[config.mk]
export PLATFORM = sky130hd
export DESIGN_NAME = sis_top
export DESIGN_NICKNAME = d
export VERILOG_FILES = /design/src/inc/sis_pkg.sv /design/src/core/sis_prio.sv /design/src/core/sis_top.sv
export SDC_FILE = /design/constraint.sdc
export NUM_CORES = 1
export LEC_CHECK = 0
export ABC_CLOCK_PERIOD_IN_PS = 6600
export BUFFER_PORTS_ARGS = -buffer_cell sky130_fd_sc_hd__clkbuf_2
export CORE_ASPECT_RATIO = 1.4
export CORE_MARGIN = 1.5
export CORE_UTILIZATION = 58
export CTS_CLUSTER_DIAMETER = 200
export CTS_CLUSTER_SIZE = 30
export DETAILED_ROUTE_END_ITERATION = 10
export GPL_ROUTABILITY_DRIVEN = 0
export GPL_TIMING_DRIVEN = 0
export PLACE_DENSITY_LB_ADDON = 0.05
export SYNTH_ARGS = -nofsm -noshare
export SYNTH_HDL_FRONTEND = slang
export SYNTH_SLANG_ARGS = --single-unit
[constraint.sdc]
create_clock -name CLOCK -period 6.6 [get_ports CLOCK]
set_input_delay 0.99 -clock CLOCK [delete_from_list [all_inputs] [get_ports CLOCK]]
set_output_delay 0.99 -clock CLOCK [all_outputs]
set_load 0.03 [all_outputs]
[src/inc/sis_pkg.sv]
`default_nettype none
package sis_pkg;
  // ****************************************
  // i/o space offsets
  // ****************************************
  localparam logic [5:0] SIS_OFS_PTR_LO = 6'h00;
  localparam logic [5:0] SIS_OFS_PTR_HI = 6'h01;
  localparam logic [5:0] SIS_OFS_STATUS = 6'h02;
  localparam logic [5:0] SIS_OFS_FLAG = 6'h03;
  localparam logic [5:0] SIS_OFS_ENABLE = 6'h04;

  // ****************************************
  // fields and reset values
  // ****************************************
  localparam int unsigned SIS_GIE_BIT = 7;
  localparam logic [15:0] SIS_PTR_RESET = 16'h02ff;
  localparam logic [7:0] SIS_STATUS_RESET = 8'h00;
  localparam logic [7:0] SIS_VEC_BASE = 8'h01;

  // ****************************************
  // timing counts, in clock cycles
  // ****************************************
  localparam logic [15:0] SIS_ENTRY_LAST = 16'h0003;
  localparam logic [15:0] SIS_RETURN_LAST = 16'h0003;
  localparam int unsigned SIS_WAKE_EXTRA = 4;
  localparam int unsigned SIS_STARTUP_CYC = 16;

  typedef enum {ST_RUN, ST_WAKE, ST_ENT, ST_EXIT} sis_state_t;

  typedef struct packed {
    logic push1;
    logic pop1;
    logic call;
    logic sub_return;
    logic irq_return;
    logic sei;
    logic cli;
    logic instr_done;
  } sis_cpu_evt_t;

  typedef struct packed {
    logic wr;
    logic rd;
    logic [5:0] addr;
    logic [7:0] wdata;
  } sis_io_req_t;

  typedef struct packed {
    logic wr;
    logic rd;
    logic [15:0] addr;
    logic [7:0] wdata;
  } sis_mem_req_t;
endpackage : sis_pkg
`default_nettype wire

[src/core/sis_prio.sv]
`default_nettype none
module sis_prio #(
  parameter int unsigned N = 8,
  parameter int unsigned IW = (N > 1) ? $clog2(N) : 1
) (
  input wire logic [N-1:0] req,
  output logic any,
  output logic [IW-1:0] idx
);
  // ****************************************
  // lowest index wins
  // ****************************************
  always_comb
  begin
    any = |req;
    idx = '0;
    for (int i = N - 1; i >= 0; i--)
    begin
      if (req[i])
      begin
        idx = IW'(i);
      end
    end
  end
endmodule : sis_prio
`default_nettype wire

[src/core/sis_top.sv]
// Behaviour
// - push writes byte, then lowers pointer by one
// - call or interrupt entry lowers pointer by two
// - single pop raises pointer by one
// - return instructions raise pointer by two
// - pointer held as two writable readable bytes
// - take only with own and global enable
// - lowest vector first; request zero after reset
// - entry clears global interrupt enable
// - interrupt return sets global enable
// - vectoring clears the request flag
// - writing one clears a flag
// - disabled flag requests stay latched
// - level requests only while condition present
// - one instruction after return before next
// - disable instruction blocks same-cycle requests
// - enable instruction: next instruction runs first
// - entry takes four cycles pushing counter
// - multi-cycle instruction completes before entry
// - wake from sleep adds start-up time plus four cycles
// - return takes four cycles, pops two bytes
// - status register never saved automatically
// - global enable at status bit seven
`default_nettype none
module sis_top #(
  parameter int unsigned NSRC = 8,
  parameter logic [NSRC-1:0] FLAG_MASK = '1,
  parameter logic [15:0] PTR_RESET = sis_pkg::SIS_PTR_RESET,
  parameter int unsigned STARTUP_CYC = sis_pkg::SIS_STARTUP_CYC
) (
  input wire logic CLOCK,
  input wire logic RST_B,
  input wire logic CE,
  input wire sis_pkg::sis_io_req_t IO_REQ,
  output logic [7:0] IO_RDATA,
  input wire sis_pkg::sis_cpu_evt_t CPU_EVT,
  input wire logic SLEEP_ACTIVE,
  input wire logic [15:0] PC_IN,
  input wire logic [NSRC-1:0] IRQ_SRC,
  output sis_pkg::sis_mem_req_t MEM_REQ,
  input wire logic [7:0] MEM_RDATA,
  output logic [15:0] STACK_PTR,
  output logic GLOBAL_IRQ_EN,
  output logic STALL,
  output logic WAKE,
  output logic VEC_TAKE,
  output logic [7:0] VEC_NUM,
  output logic PC_LOAD,
  output logic [15:0] PC_OUT
);
  import sis_pkg::*;

  localparam int unsigned IW = (NSRC > 1) ? $clog2(NSRC) : 1;
  localparam logic [15:0] WAKE_LAST = 16'(STARTUP_CYC + SIS_WAKE_EXTRA - 1);

  logic rst_meta_q;
  logic rst_b_q;
  sis_state_t state_q, state_d;
  logic [15:0] cnt_q, cnt_d;
  logic [15:0] ptr_q, ptr_d;
  logic i_q, i_d;
  logic [6:0] status_lo_q;
  logic hold_q;
  logic [NSRC-1:0] flag_q;
  logic [NSRC-1:0] en_q;
  logic [NSRC-1:0] pending;
  logic [NSRC-1:0] armed;
  logic any_armed;
  logic [IW-1:0] arb_idx;
  logic [IW-1:0] vec_idx_q;
  logic [15:0] pc_save_q;
  logic [7:0] flag_rd;
  logic [7:0] en_rd;
  logic wr_ptr_lo, wr_ptr_hi, wr_status, wr_flag, wr_en;
  logic run, take_ok, go_wake, go_ent, exit_start, clr_by_sw;

  // ****************************************
  // reset release
  // ****************************************
  always_ff @(posedge CLOCK or negedge RST_B)
  begin
    if (!RST_B)
    begin
      rst_meta_q <= 1'b0;
      rst_b_q <= 1'b0;
    end
    else
    begin
      rst_meta_q <= 1'b1;
      rst_b_q <= rst_meta_q;
    end
  end

  // ****************************************
  // decode and take decision
  // ****************************************
  assign wr_ptr_lo = IO_REQ.wr && (IO_REQ.addr == SIS_OFS_PTR_LO);
  assign wr_ptr_hi = IO_REQ.wr && (IO_REQ.addr == SIS_OFS_PTR_HI);
  assign wr_status = IO_REQ.wr && (IO_REQ.addr == SIS_OFS_STATUS);
  assign wr_flag = IO_REQ.wr && (IO_REQ.addr == SIS_OFS_FLAG);
  assign wr_en = IO_REQ.wr && (IO_REQ.addr == SIS_OFS_ENABLE);
  assign run = (state_q == ST_RUN);
  assign clr_by_sw = wr_status && !IO_REQ.wdata[SIS_GIE_BIT];

  assign armed = pending & en_q;

  sis_prio #(
    .N(NSRC),
    .IW(IW)
  ) u_prio (
    .req(armed),
    .any(any_armed),
    .idx(arb_idx)
  );

  // requests are looked at only on an instruction boundary or while asleep,
  // so a multi-cycle instruction always finishes first
  assign take_ok = run && i_q && any_armed && !CPU_EVT.cli && !clr_by_sw
                   && !hold_q && !CPU_EVT.sei
                   && (CPU_EVT.instr_done || SLEEP_ACTIVE);
  assign go_wake = take_ok && SLEEP_ACTIVE;
  assign go_ent = take_ok && !SLEEP_ACTIVE;
  assign exit_start = run && CPU_EVT.irq_return && !take_ok;

  // ****************************************
  // sequencer
  // ****************************************
  always_comb
  begin
    state_d = state_q;
    cnt_d = cnt_q;
    case (state_q)
      ST_RUN:
      begin
        cnt_d = 16'h0000;
        if (go_wake)
        begin
          state_d = ST_WAKE;
        end
        else if (go_ent)
        begin
          state_d = ST_ENT;
        end
        else if (exit_start)
        begin
          state_d = ST_EXIT;
        end
      end
      ST_WAKE:
      begin
        // start-up time plus four extra cycles before the entry proper
        if (cnt_q == WAKE_LAST)
        begin
          state_d = ST_ENT;
          cnt_d = 16'h0000;
        end
        else
        begin
          cnt_d = cnt_q + 16'h0001;
        end
      end
      ST_ENT:
      begin
        if (cnt_q == SIS_ENTRY_LAST)
        begin
          state_d = ST_RUN;
        end
        else
        begin
          cnt_d = cnt_q + 16'h0001;
        end
      end
      ST_EXIT:
      begin
        if (cnt_q == SIS_RETURN_LAST)
        begin
          state_d = ST_RUN;
        end
        else
        begin
          cnt_d = cnt_q + 16'h0001;
        end
      end
      default:
      begin
        state_d = ST_RUN;
        cnt_d = 16'h0000;
      end
    endcase
  end

  always_ff @(posedge CLOCK or negedge rst_b_q)
  begin
    if (!rst_b_q)
    begin
      state_q <= ST_RUN;
      cnt_q <= 16'h0000;
      STALL <= 1'b0;
      WAKE <= 1'b0;
    end
    else if (CE)
    begin
      state_q <= state_d;
      cnt_q <= cnt_d;
      STALL <= (state_d != ST_RUN);
      WAKE <= (state_d == ST_WAKE);
    end
  end

  // ****************************************
  // stack pointer
  // ****************************************
  // the pipeline is stalled during a sequence, so its events never clash
  // with the sequencer's own pointer steps
  always_comb
  begin
    ptr_d = ptr_q;
    if ((state_q == ST_ENT) && (cnt_q < 16'h0002))
    begin
      ptr_d = ptr_q - 16'h0001;
    end
    else if ((state_q == ST_EXIT) && (cnt_q < 16'h0002))
    begin
      ptr_d = ptr_q + 16'h0001;
    end
    else if (run && (wr_ptr_lo || wr_ptr_hi))
    begin
      // software must place the stack above 0x60 before calls or interrupts
      ptr_d = {wr_ptr_hi ? IO_REQ.wdata : ptr_q[15:8],
               wr_ptr_lo ? IO_REQ.wdata : ptr_q[7:0]};
    end
    else if (run && CPU_EVT.push1)
    begin
      ptr_d = ptr_q - 16'h0001;
    end
    else if (run && CPU_EVT.call)
    begin
      ptr_d = ptr_q - 16'h0002;
    end
    else if (run && CPU_EVT.pop1)
    begin
      ptr_d = ptr_q + 16'h0001;
    end
    else if (run && CPU_EVT.sub_return)
    begin
      ptr_d = ptr_q + 16'h0002;
    end
  end

  always_ff @(posedge CLOCK or negedge rst_b_q)
  begin
    if (!rst_b_q)
    begin
      ptr_q <= PTR_RESET;
    end
    else if (CE)
    begin
      ptr_q <= ptr_d;
    end
  end
  assign STACK_PTR = ptr_q;

  // ****************************************
  // status register and enable hold-off
  // ****************************************
  // entry and return leave the low status bits alone; software saves them
  always_comb
  begin
    i_d = i_q;
    if (run && wr_status)
    begin
      i_d = IO_REQ.wdata[SIS_GIE_BIT];
    end
    if (run && CPU_EVT.sei)
    begin
      i_d = 1'b1;
    end
    if (run && CPU_EVT.cli)
    begin
      i_d = 1'b0;
    end
    if (go_ent || go_wake)
    begin
      i_d = 1'b0;
    end
    if ((state_q == ST_EXIT) && (cnt_q == SIS_RETURN_LAST))
    begin
      i_d = 1'b1;
    end
  end

  always_ff @(posedge CLOCK or negedge rst_b_q)
  begin
    if (!rst_b_q)
    begin
      i_q <= SIS_STATUS_RESET[SIS_GIE_BIT];
      status_lo_q <= SIS_STATUS_RESET[6:0];
      hold_q <= 1'b0;
    end
    else if (CE)
    begin
      i_q <= i_d;
      if (run && wr_status)
      begin
        status_lo_q <= IO_REQ.wdata[6:0];
      end
      if ((state_q == ST_EXIT) && (cnt_q == SIS_RETURN_LAST))
      begin
        hold_q <= 1'b1;
      end
      else if (run && CPU_EVT.sei)
      begin
        hold_q <= 1'b1;
      end
      else if (run && CPU_EVT.instr_done)
      begin
        hold_q <= 1'b0;
      end
    end
  end
  assign GLOBAL_IRQ_EN = i_q;

  // ****************************************
  // request sources
  // ****************************************
  genvar g;
  generate
    for (g = 0; g < NSRC; g++)
    begin : g_src
      logic set_g, clr_g;
      assign set_g = FLAG_MASK[g] && IRQ_SRC[g];
      assign clr_g = (wr_flag && IO_REQ.wdata[g])
                     || (take_ok && (arb_idx == IW'(g)));
      // a source event in the clearing cycle survives: set beats clear
      always_ff @(posedge CLOCK or negedge rst_b_q)
      begin
        if (!rst_b_q)
        begin
          flag_q[g] <= 1'b0;
        end
        else if (CE)
        begin
          flag_q[g] <= set_g || (flag_q[g] && !clr_g);
        end
      end
      assign pending[g] = FLAG_MASK[g] ? flag_q[g] : IRQ_SRC[g];

      a_flag_w1c: assert property (@(posedge CLOCK) disable iff (!rst_b_q || !CE)
        (wr_flag && IO_REQ.wdata[g] && !set_g) |=> !flag_q[g])
        else $error("flag not cleared by write of one");
      a_flag_latched: assert property (@(posedge CLOCK) disable iff (!rst_b_q || !CE)
        (flag_q[g] && !clr_g) |=> flag_q[g])
        else $error("latched flag lost");
    end
  endgenerate

  always_ff @(posedge CLOCK or negedge rst_b_q)
  begin
    if (!rst_b_q)
    begin
      en_q <= '0;
    end
    else if (CE && wr_en)
    begin
      en_q <= IO_REQ.wdata[NSRC-1:0];
    end
  end

  // ****************************************
  // entry and return data path
  // ****************************************
  // the counter is pushed low byte first; the pop order mirrors it
  always_ff @(posedge CLOCK or negedge rst_b_q)
  begin
    if (!rst_b_q)
    begin
      MEM_REQ <= '0;
      pc_save_q <= 16'h0000;
      vec_idx_q <= '0;
      VEC_TAKE <= 1'b0;
      VEC_NUM <= 8'h00;
      PC_LOAD <= 1'b0;
      PC_OUT <= 16'h0000;
    end
    else if (CE)
    begin
      MEM_REQ <= '0;
      VEC_TAKE <= 1'b0;
      PC_LOAD <= 1'b0;
      if (take_ok)
      begin
        pc_save_q <= PC_IN;
        vec_idx_q <= arb_idx;
      end
      if ((state_q == ST_ENT) && (cnt_q < 16'h0002))
      begin
        MEM_REQ.wr <= 1'b1;
        MEM_REQ.addr <= ptr_q;
        MEM_REQ.wdata <= cnt_q[0] ? pc_save_q[15:8] : pc_save_q[7:0];
      end
      if ((state_q == ST_EXIT) && (cnt_q < 16'h0002))
      begin
        MEM_REQ.rd <= 1'b1;
        MEM_REQ.addr <= ptr_q + 16'h0001;
      end
      if ((state_q == ST_EXIT) && (cnt_q == 16'h0002))
      begin
        PC_OUT[15:8] <= MEM_RDATA;
      end
      if ((state_q == ST_EXIT) && (cnt_q == SIS_RETURN_LAST))
      begin
        PC_OUT[7:0] <= MEM_RDATA;
        PC_LOAD <= 1'b1;
      end
      if ((state_q == ST_ENT) && (cnt_q == SIS_ENTRY_LAST))
      begin
        VEC_TAKE <= 1'b1;
        VEC_NUM <= SIS_VEC_BASE + 8'(vec_idx_q);
      end
    end
  end

  // ****************************************
  // register reads
  // ****************************************
  always_comb
  begin
    flag_rd = 8'h00;
    en_rd = 8'h00;
    flag_rd[NSRC-1:0] = flag_q;
    en_rd[NSRC-1:0] = en_q;
  end

  always_ff @(posedge CLOCK or negedge rst_b_q)
  begin
    if (!rst_b_q)
    begin
      IO_RDATA <= 8'h00;
    end
    else if (CE && IO_REQ.rd)
    begin
      case (IO_REQ.addr)
        SIS_OFS_PTR_LO: IO_RDATA <= ptr_q[7:0];
        SIS_OFS_PTR_HI: IO_RDATA <= ptr_q[15:8];
        SIS_OFS_STATUS: IO_RDATA <= {i_q, status_lo_q};
        SIS_OFS_FLAG: IO_RDATA <= flag_rd;
        SIS_OFS_ENABLE: IO_RDATA <= en_rd;
        default: IO_RDATA <= 8'h00;
      endcase
    end
  end

  // ****************************************
  // checks
  // ****************************************
  a_push_one: assert property (@(posedge CLOCK) disable iff (!rst_b_q || !CE)
    (run && CPU_EVT.push1 && !wr_ptr_lo && !wr_ptr_hi) |=> (ptr_q == $past(ptr_q) - 16'h0001))
    else $error("push did not lower pointer by one");
  a_call_two: assert property (@(posedge CLOCK) disable iff (!rst_b_q || !CE)
    (run && CPU_EVT.call && !CPU_EVT.push1 && !wr_ptr_lo && !wr_ptr_hi)
      |=> (ptr_q == $past(ptr_q) - 16'h0002))
    else $error("call did not lower pointer by two");
  a_pop_one: assert property (@(posedge CLOCK) disable iff (!rst_b_q || !CE)
    (run && CPU_EVT.pop1 && !CPU_EVT.push1 && !CPU_EVT.call && !wr_ptr_lo && !wr_ptr_hi)
      |=> (ptr_q == $past(ptr_q) + 16'h0001))
    else $error("pop did not raise pointer by one");
  a_return_from_irq_instr_seq: assert property (@(posedge CLOCK) disable iff (!rst_b_q || !CE)
    exit_start |-> ##5 (run && i_q && PC_LOAD && (ptr_q == $past(ptr_q, 5) + 16'h0002)))
    else $error("return sequence wrong");
  a_entry_len: assert property (@(posedge CLOCK) disable iff (!rst_b_q || !CE)
    go_ent |=> (state_q == ST_ENT)[*4] ##1 (VEC_TAKE && (ptr_q == $past(ptr_q, 5) - 16'h0002)))
    else $error("entry sequence wrong");
  a_entry_gie: assert property (@(posedge CLOCK) disable iff (!rst_b_q || !CE)
    take_ok |=> !i_q)
    else $error("entry kept global enable");
  a_cli_block: assert property (@(posedge CLOCK) disable iff (!rst_b_q || !CE)
    CPU_EVT.cli |-> !take_ok)
    else $error("request taken with disable instruction");
  a_sei_next: assert property (@(posedge CLOCK) disable iff (!rst_b_q || !CE)
    (run && CPU_EVT.sei) |-> !take_ok ##1 !take_ok)
    else $error("request taken right after enable instruction");
  a_take_enabled: assert property (@(posedge CLOCK) disable iff (!rst_b_q || !CE)
    take_ok |-> (i_q && ((pending & en_q) != '0)))
    else $error("request taken while disabled");
  a_prio_zero: assert property (@(posedge CLOCK) disable iff (!rst_b_q || !CE)
    (take_ok && armed[0]) |=> (vec_idx_q == '0))
    else $error("request zero not first");
  a_wake_extra: assert property (@(posedge CLOCK) disable iff (!rst_b_q || !CE)
    go_wake |=> (state_q == ST_WAKE)[*4])
    else $error("wake response too short");
endmodule : sis_top
`default_nettype wire

==> results.cfg <==
[power_and_ir_drop]
p_leak_nw = 5.004
irDropWorstVdd_v = 0.0002864
p_per_area_nw_per_um2 = 407.2
total_power_mw = 4.605

[setup_path]
startpoint = STACK_PTR[1]
slowest_stage = nor3b_1
cp-endpoint = STACK_PTR[14]
cp-end-kind = flop
r2r-end = STACK_PTR[14]
crit_chain = inv_1, ha_1, nor3b_1, nand4_1, a2111oi_2, nor2_1, a211o_1, o2111ai_1, nand2_1
arrival_ps = 3630
path_max_fanout = 8
worstSetupPathType = flop to flop
worstReg2RegStart = STACK_PTR[1]
worst_path_largest_cell_delay_ps = 850
r2r_cells = 9
cp-start-kind = flop
cp_data_required_time_ps = 6920
rrSetupSlack_ps = 3280

[cts]
clock_latency_ps = 430
cts.sinks = 168
cts_root_buf = clkbuf_16
cts_setup_buffers = 0
cts_inserted_buffers = 17
holdBufCountCts = 0
cts_tree = done
cts_buffer_depth = 2
cts_resized = 0
clk_pin_slew_ps = 70
htree_levels = 4

[route]
dr_total_vias = 9003
firstDrtPassIters = 9
viasPerCell = 6.500
postRouteAntennaNets = 0
drc = 8
drt_iter0_markers = 855
routed_wl_um = 30460
wl_per_cell_um = 21.99

[finish]
mostFrequentLayoutCell = dfrtp_1
area_growth_pct = 16.32
layout_common_cells = dfrtp_1, clkbuf_2, nand2_1, nor2_1, mux2_2
nets = 1241
drive_above_1_share = 0.2538
final_core_util = 0.6934
layout.cells.non_filler = 1385
fill_cells = 1305
diodes = 0

[global_route]
grt_overflow = 0
grt_max_degree = 69
grt_pass1_vias = 8918
track_usage = 0.3557
antenna_found_initial = 0
grt_pass1_wl_um = 47940

[synthesis]
synth_cell_types = 87
synth-edff-count = 0
yosysWarnings = 0
syn-instance-count = 1016
synth_area_per_cell_um2 = 9.570
synth_flop_cell = dfrtp_1
ys_seq_area_frac = 0.4335
synth-async-reset-ratio = 1.000
syn-cell-area_um2 = 9723
ys_ff_latch = 168

[timing]
maxSlewViolCount = 0
layout_setup_ws_ps = 3284
rsz0062_at_grt = false
fmax_ghz = 0.3016
hold_viol = 0
setup_violations = 0
fin_skew_ps = 9.124
worst_slew_pin_slew_ps = 1213
fin_crit_ps = 3316
slew_headroom = 0.1836
setup_tns_ps = 0
layout_worst_path_cycle_share = 0.5024

[status]
violations = design-rule violations
status = finished with violations

[die]
design.die.area_um2 = 17560
io_pins = 139
die_w_um = 112.4
coreArea_um2 = 16310
die_h_um = 156.2
initial_core_util = 0.5962
rows = 55

[placed_design]
io_buffer_count = 133
placed_cells = 1353
pre_cts_ws_ps = 3189
hpwl_um = 22560

[flow_run]
drv_cap = 0

[worst_hold_path]
worstHoldPathType = input pin to async pin
==> area by class of cell <==
type,instances,area (µm²),share of cell area
clock inverter,14,162.7,0.01438
buffer,69,339.1,0.02998
timing repair buffer,135,720.7,0.06372
inverter,26,97.59,0.008629
sequential,168,4219,0.3731
tap,199,249.0,0.02202
multi-input combinational,756,5082,0.4494
clock buffer,18,439.2,0.03883
==> worst max-delay path: cells and delay by family, from the launching register on <==
| kind | cells | cell delay [ps] |
|---|---|---|
| adder cells (fa/ha/maj) | 1 | 290 |
| flip-flops | 1 | 450 |
| AO/OA/AOI/OAI | 3 | 1010 |
| AND/OR/NAND/NOR | 4 | 1270 |
| buffers and inverters | 1 | 180 |
==> cells in the mapped netlist, types with 6 or more instances <==
master | instances | area [µm²]
nor4_2 | 7 | 87.58
xor2_1 | 19 | 166.4
buf_4 | 9 | 67.56
a222oi_1 | 8 | 80.08
a22o_1 | 17 | 148.9
a21oi_1 | 33 | 165.2
clkbuf_1 | 32 | 120.1
and3_1 | 11 | 68.82
nand3_1 | 29 | 145.1
nand4_1 | 17 | 106.4
o21ai_0 | 43 | 215.2
a22oi_1 | 7 | 52.55
mux2_2 | 59 | 664.4
dfstp_2 | 9 | 236.5
a32o_1 | 7 | 70.07
and2_1 | 8 | 50.05
xnor2_1 | 31 | 271.5
nor2_1 | 100 | 375.4
o22ai_1 | 8 | 50.05
inv_1 | 23 | 86.33
buf_1 | 6 | 22.52
ha_1 | 8 | 100.1
buf_2 | 18 | 90.09
o211ai_1 | 7 | 52.55
o31ai_1 | 7 | 52.55
o2bb2ai_1 | 19 | 166.4
dfrtp_1 | 159 | 3979
a31oi_1 | 15 | 93.84
nor3_1 | 23 | 115.1
nand2_1 | 103 | 386.6
nor2b_1 | 34 | 212.7
nor4_1 | 11 | 68.82
o2111ai_1 | 9 | 78.83
a211oi_1 | 10 | 75.07
or3_1 | 10 | 62.56
==> cell families after synthesis <==
group	count (synthesis)	share of synthesized area
other	2	0.0007724
XOR/XNOR	50	0.04504
buffers and inverters	95	0.04491
multiplexers	64	0.07348
AND/OR/NAND/NOR	394	0.2137
AO/OA/AOI/OAI	235	0.1782
adder cells (fa/ha/maj)	8	0.01030
flip-flops	168	0.4335
==> where the power goes <==
part	switching (mW)	leakage (nW)	internal, mW	total (mW)
clock	0.449	0.297	0.578	1.03
combinational	1.47	2.53	0.693	2.16
sequential	0.179	2.17	1.23	1.41
==> worst min-delay path by stage <==
stage	end	cells past startpoint	from
finish	rst_b_q	1	RST_B
detailed placement	rst_b_q	0	rst_meta_q
floorplan	rst_b_q	0	rst_meta_q
CTS	rst_b_q	1	RST_B
global route	rst_b_q	1	RST_B
global placement	rst_b_q	0	rst_meta_q
==> layer usage <==
layer	routed length, µm	global-route usage	vias up
met4	2224	0.2345	0
met5	0	0	-
li1	-	-	4027
met1	11020	0.4153	4305
met2	14540	0.5863	518
met3	2678	0.08430	153
==> registers in the layout, summed over array words and instances (netlist names) <==
name and flops:
status_lo_q 7, VEC_NUM 4, GLOBAL_IRQ_EN 1, state_q 32, hold_q 1, cnt_q 16
PC_LOAD 1, en_q 8, pc_save_q 16, STACK_PTR 16, rst_meta_q 1, VEC_TAKE 1
MEM_REQ 26, IO_RDATA 8, flag_q 8, WAKE 1, STALL 1, vec_idx_q 3
rst_b_q 1, PC_OUT 16
==> stage by stage <==
| stage | instance area [µm²] | hold slack (ps) |
|---|---|---|
| 2_1_floorplan | 9734 | 331.2 |
| 3_3_place_gp | 10650 | 334.7 |
| 3_5_place_dp | 10710 | 335.5 |
| 4_1_cts | 11310 | 331.3 |
| 5_1_grt | 11310 | 330.0 |
| 6_report | 11310 | 338.6 |
Power figures use the tool's default switching activity.
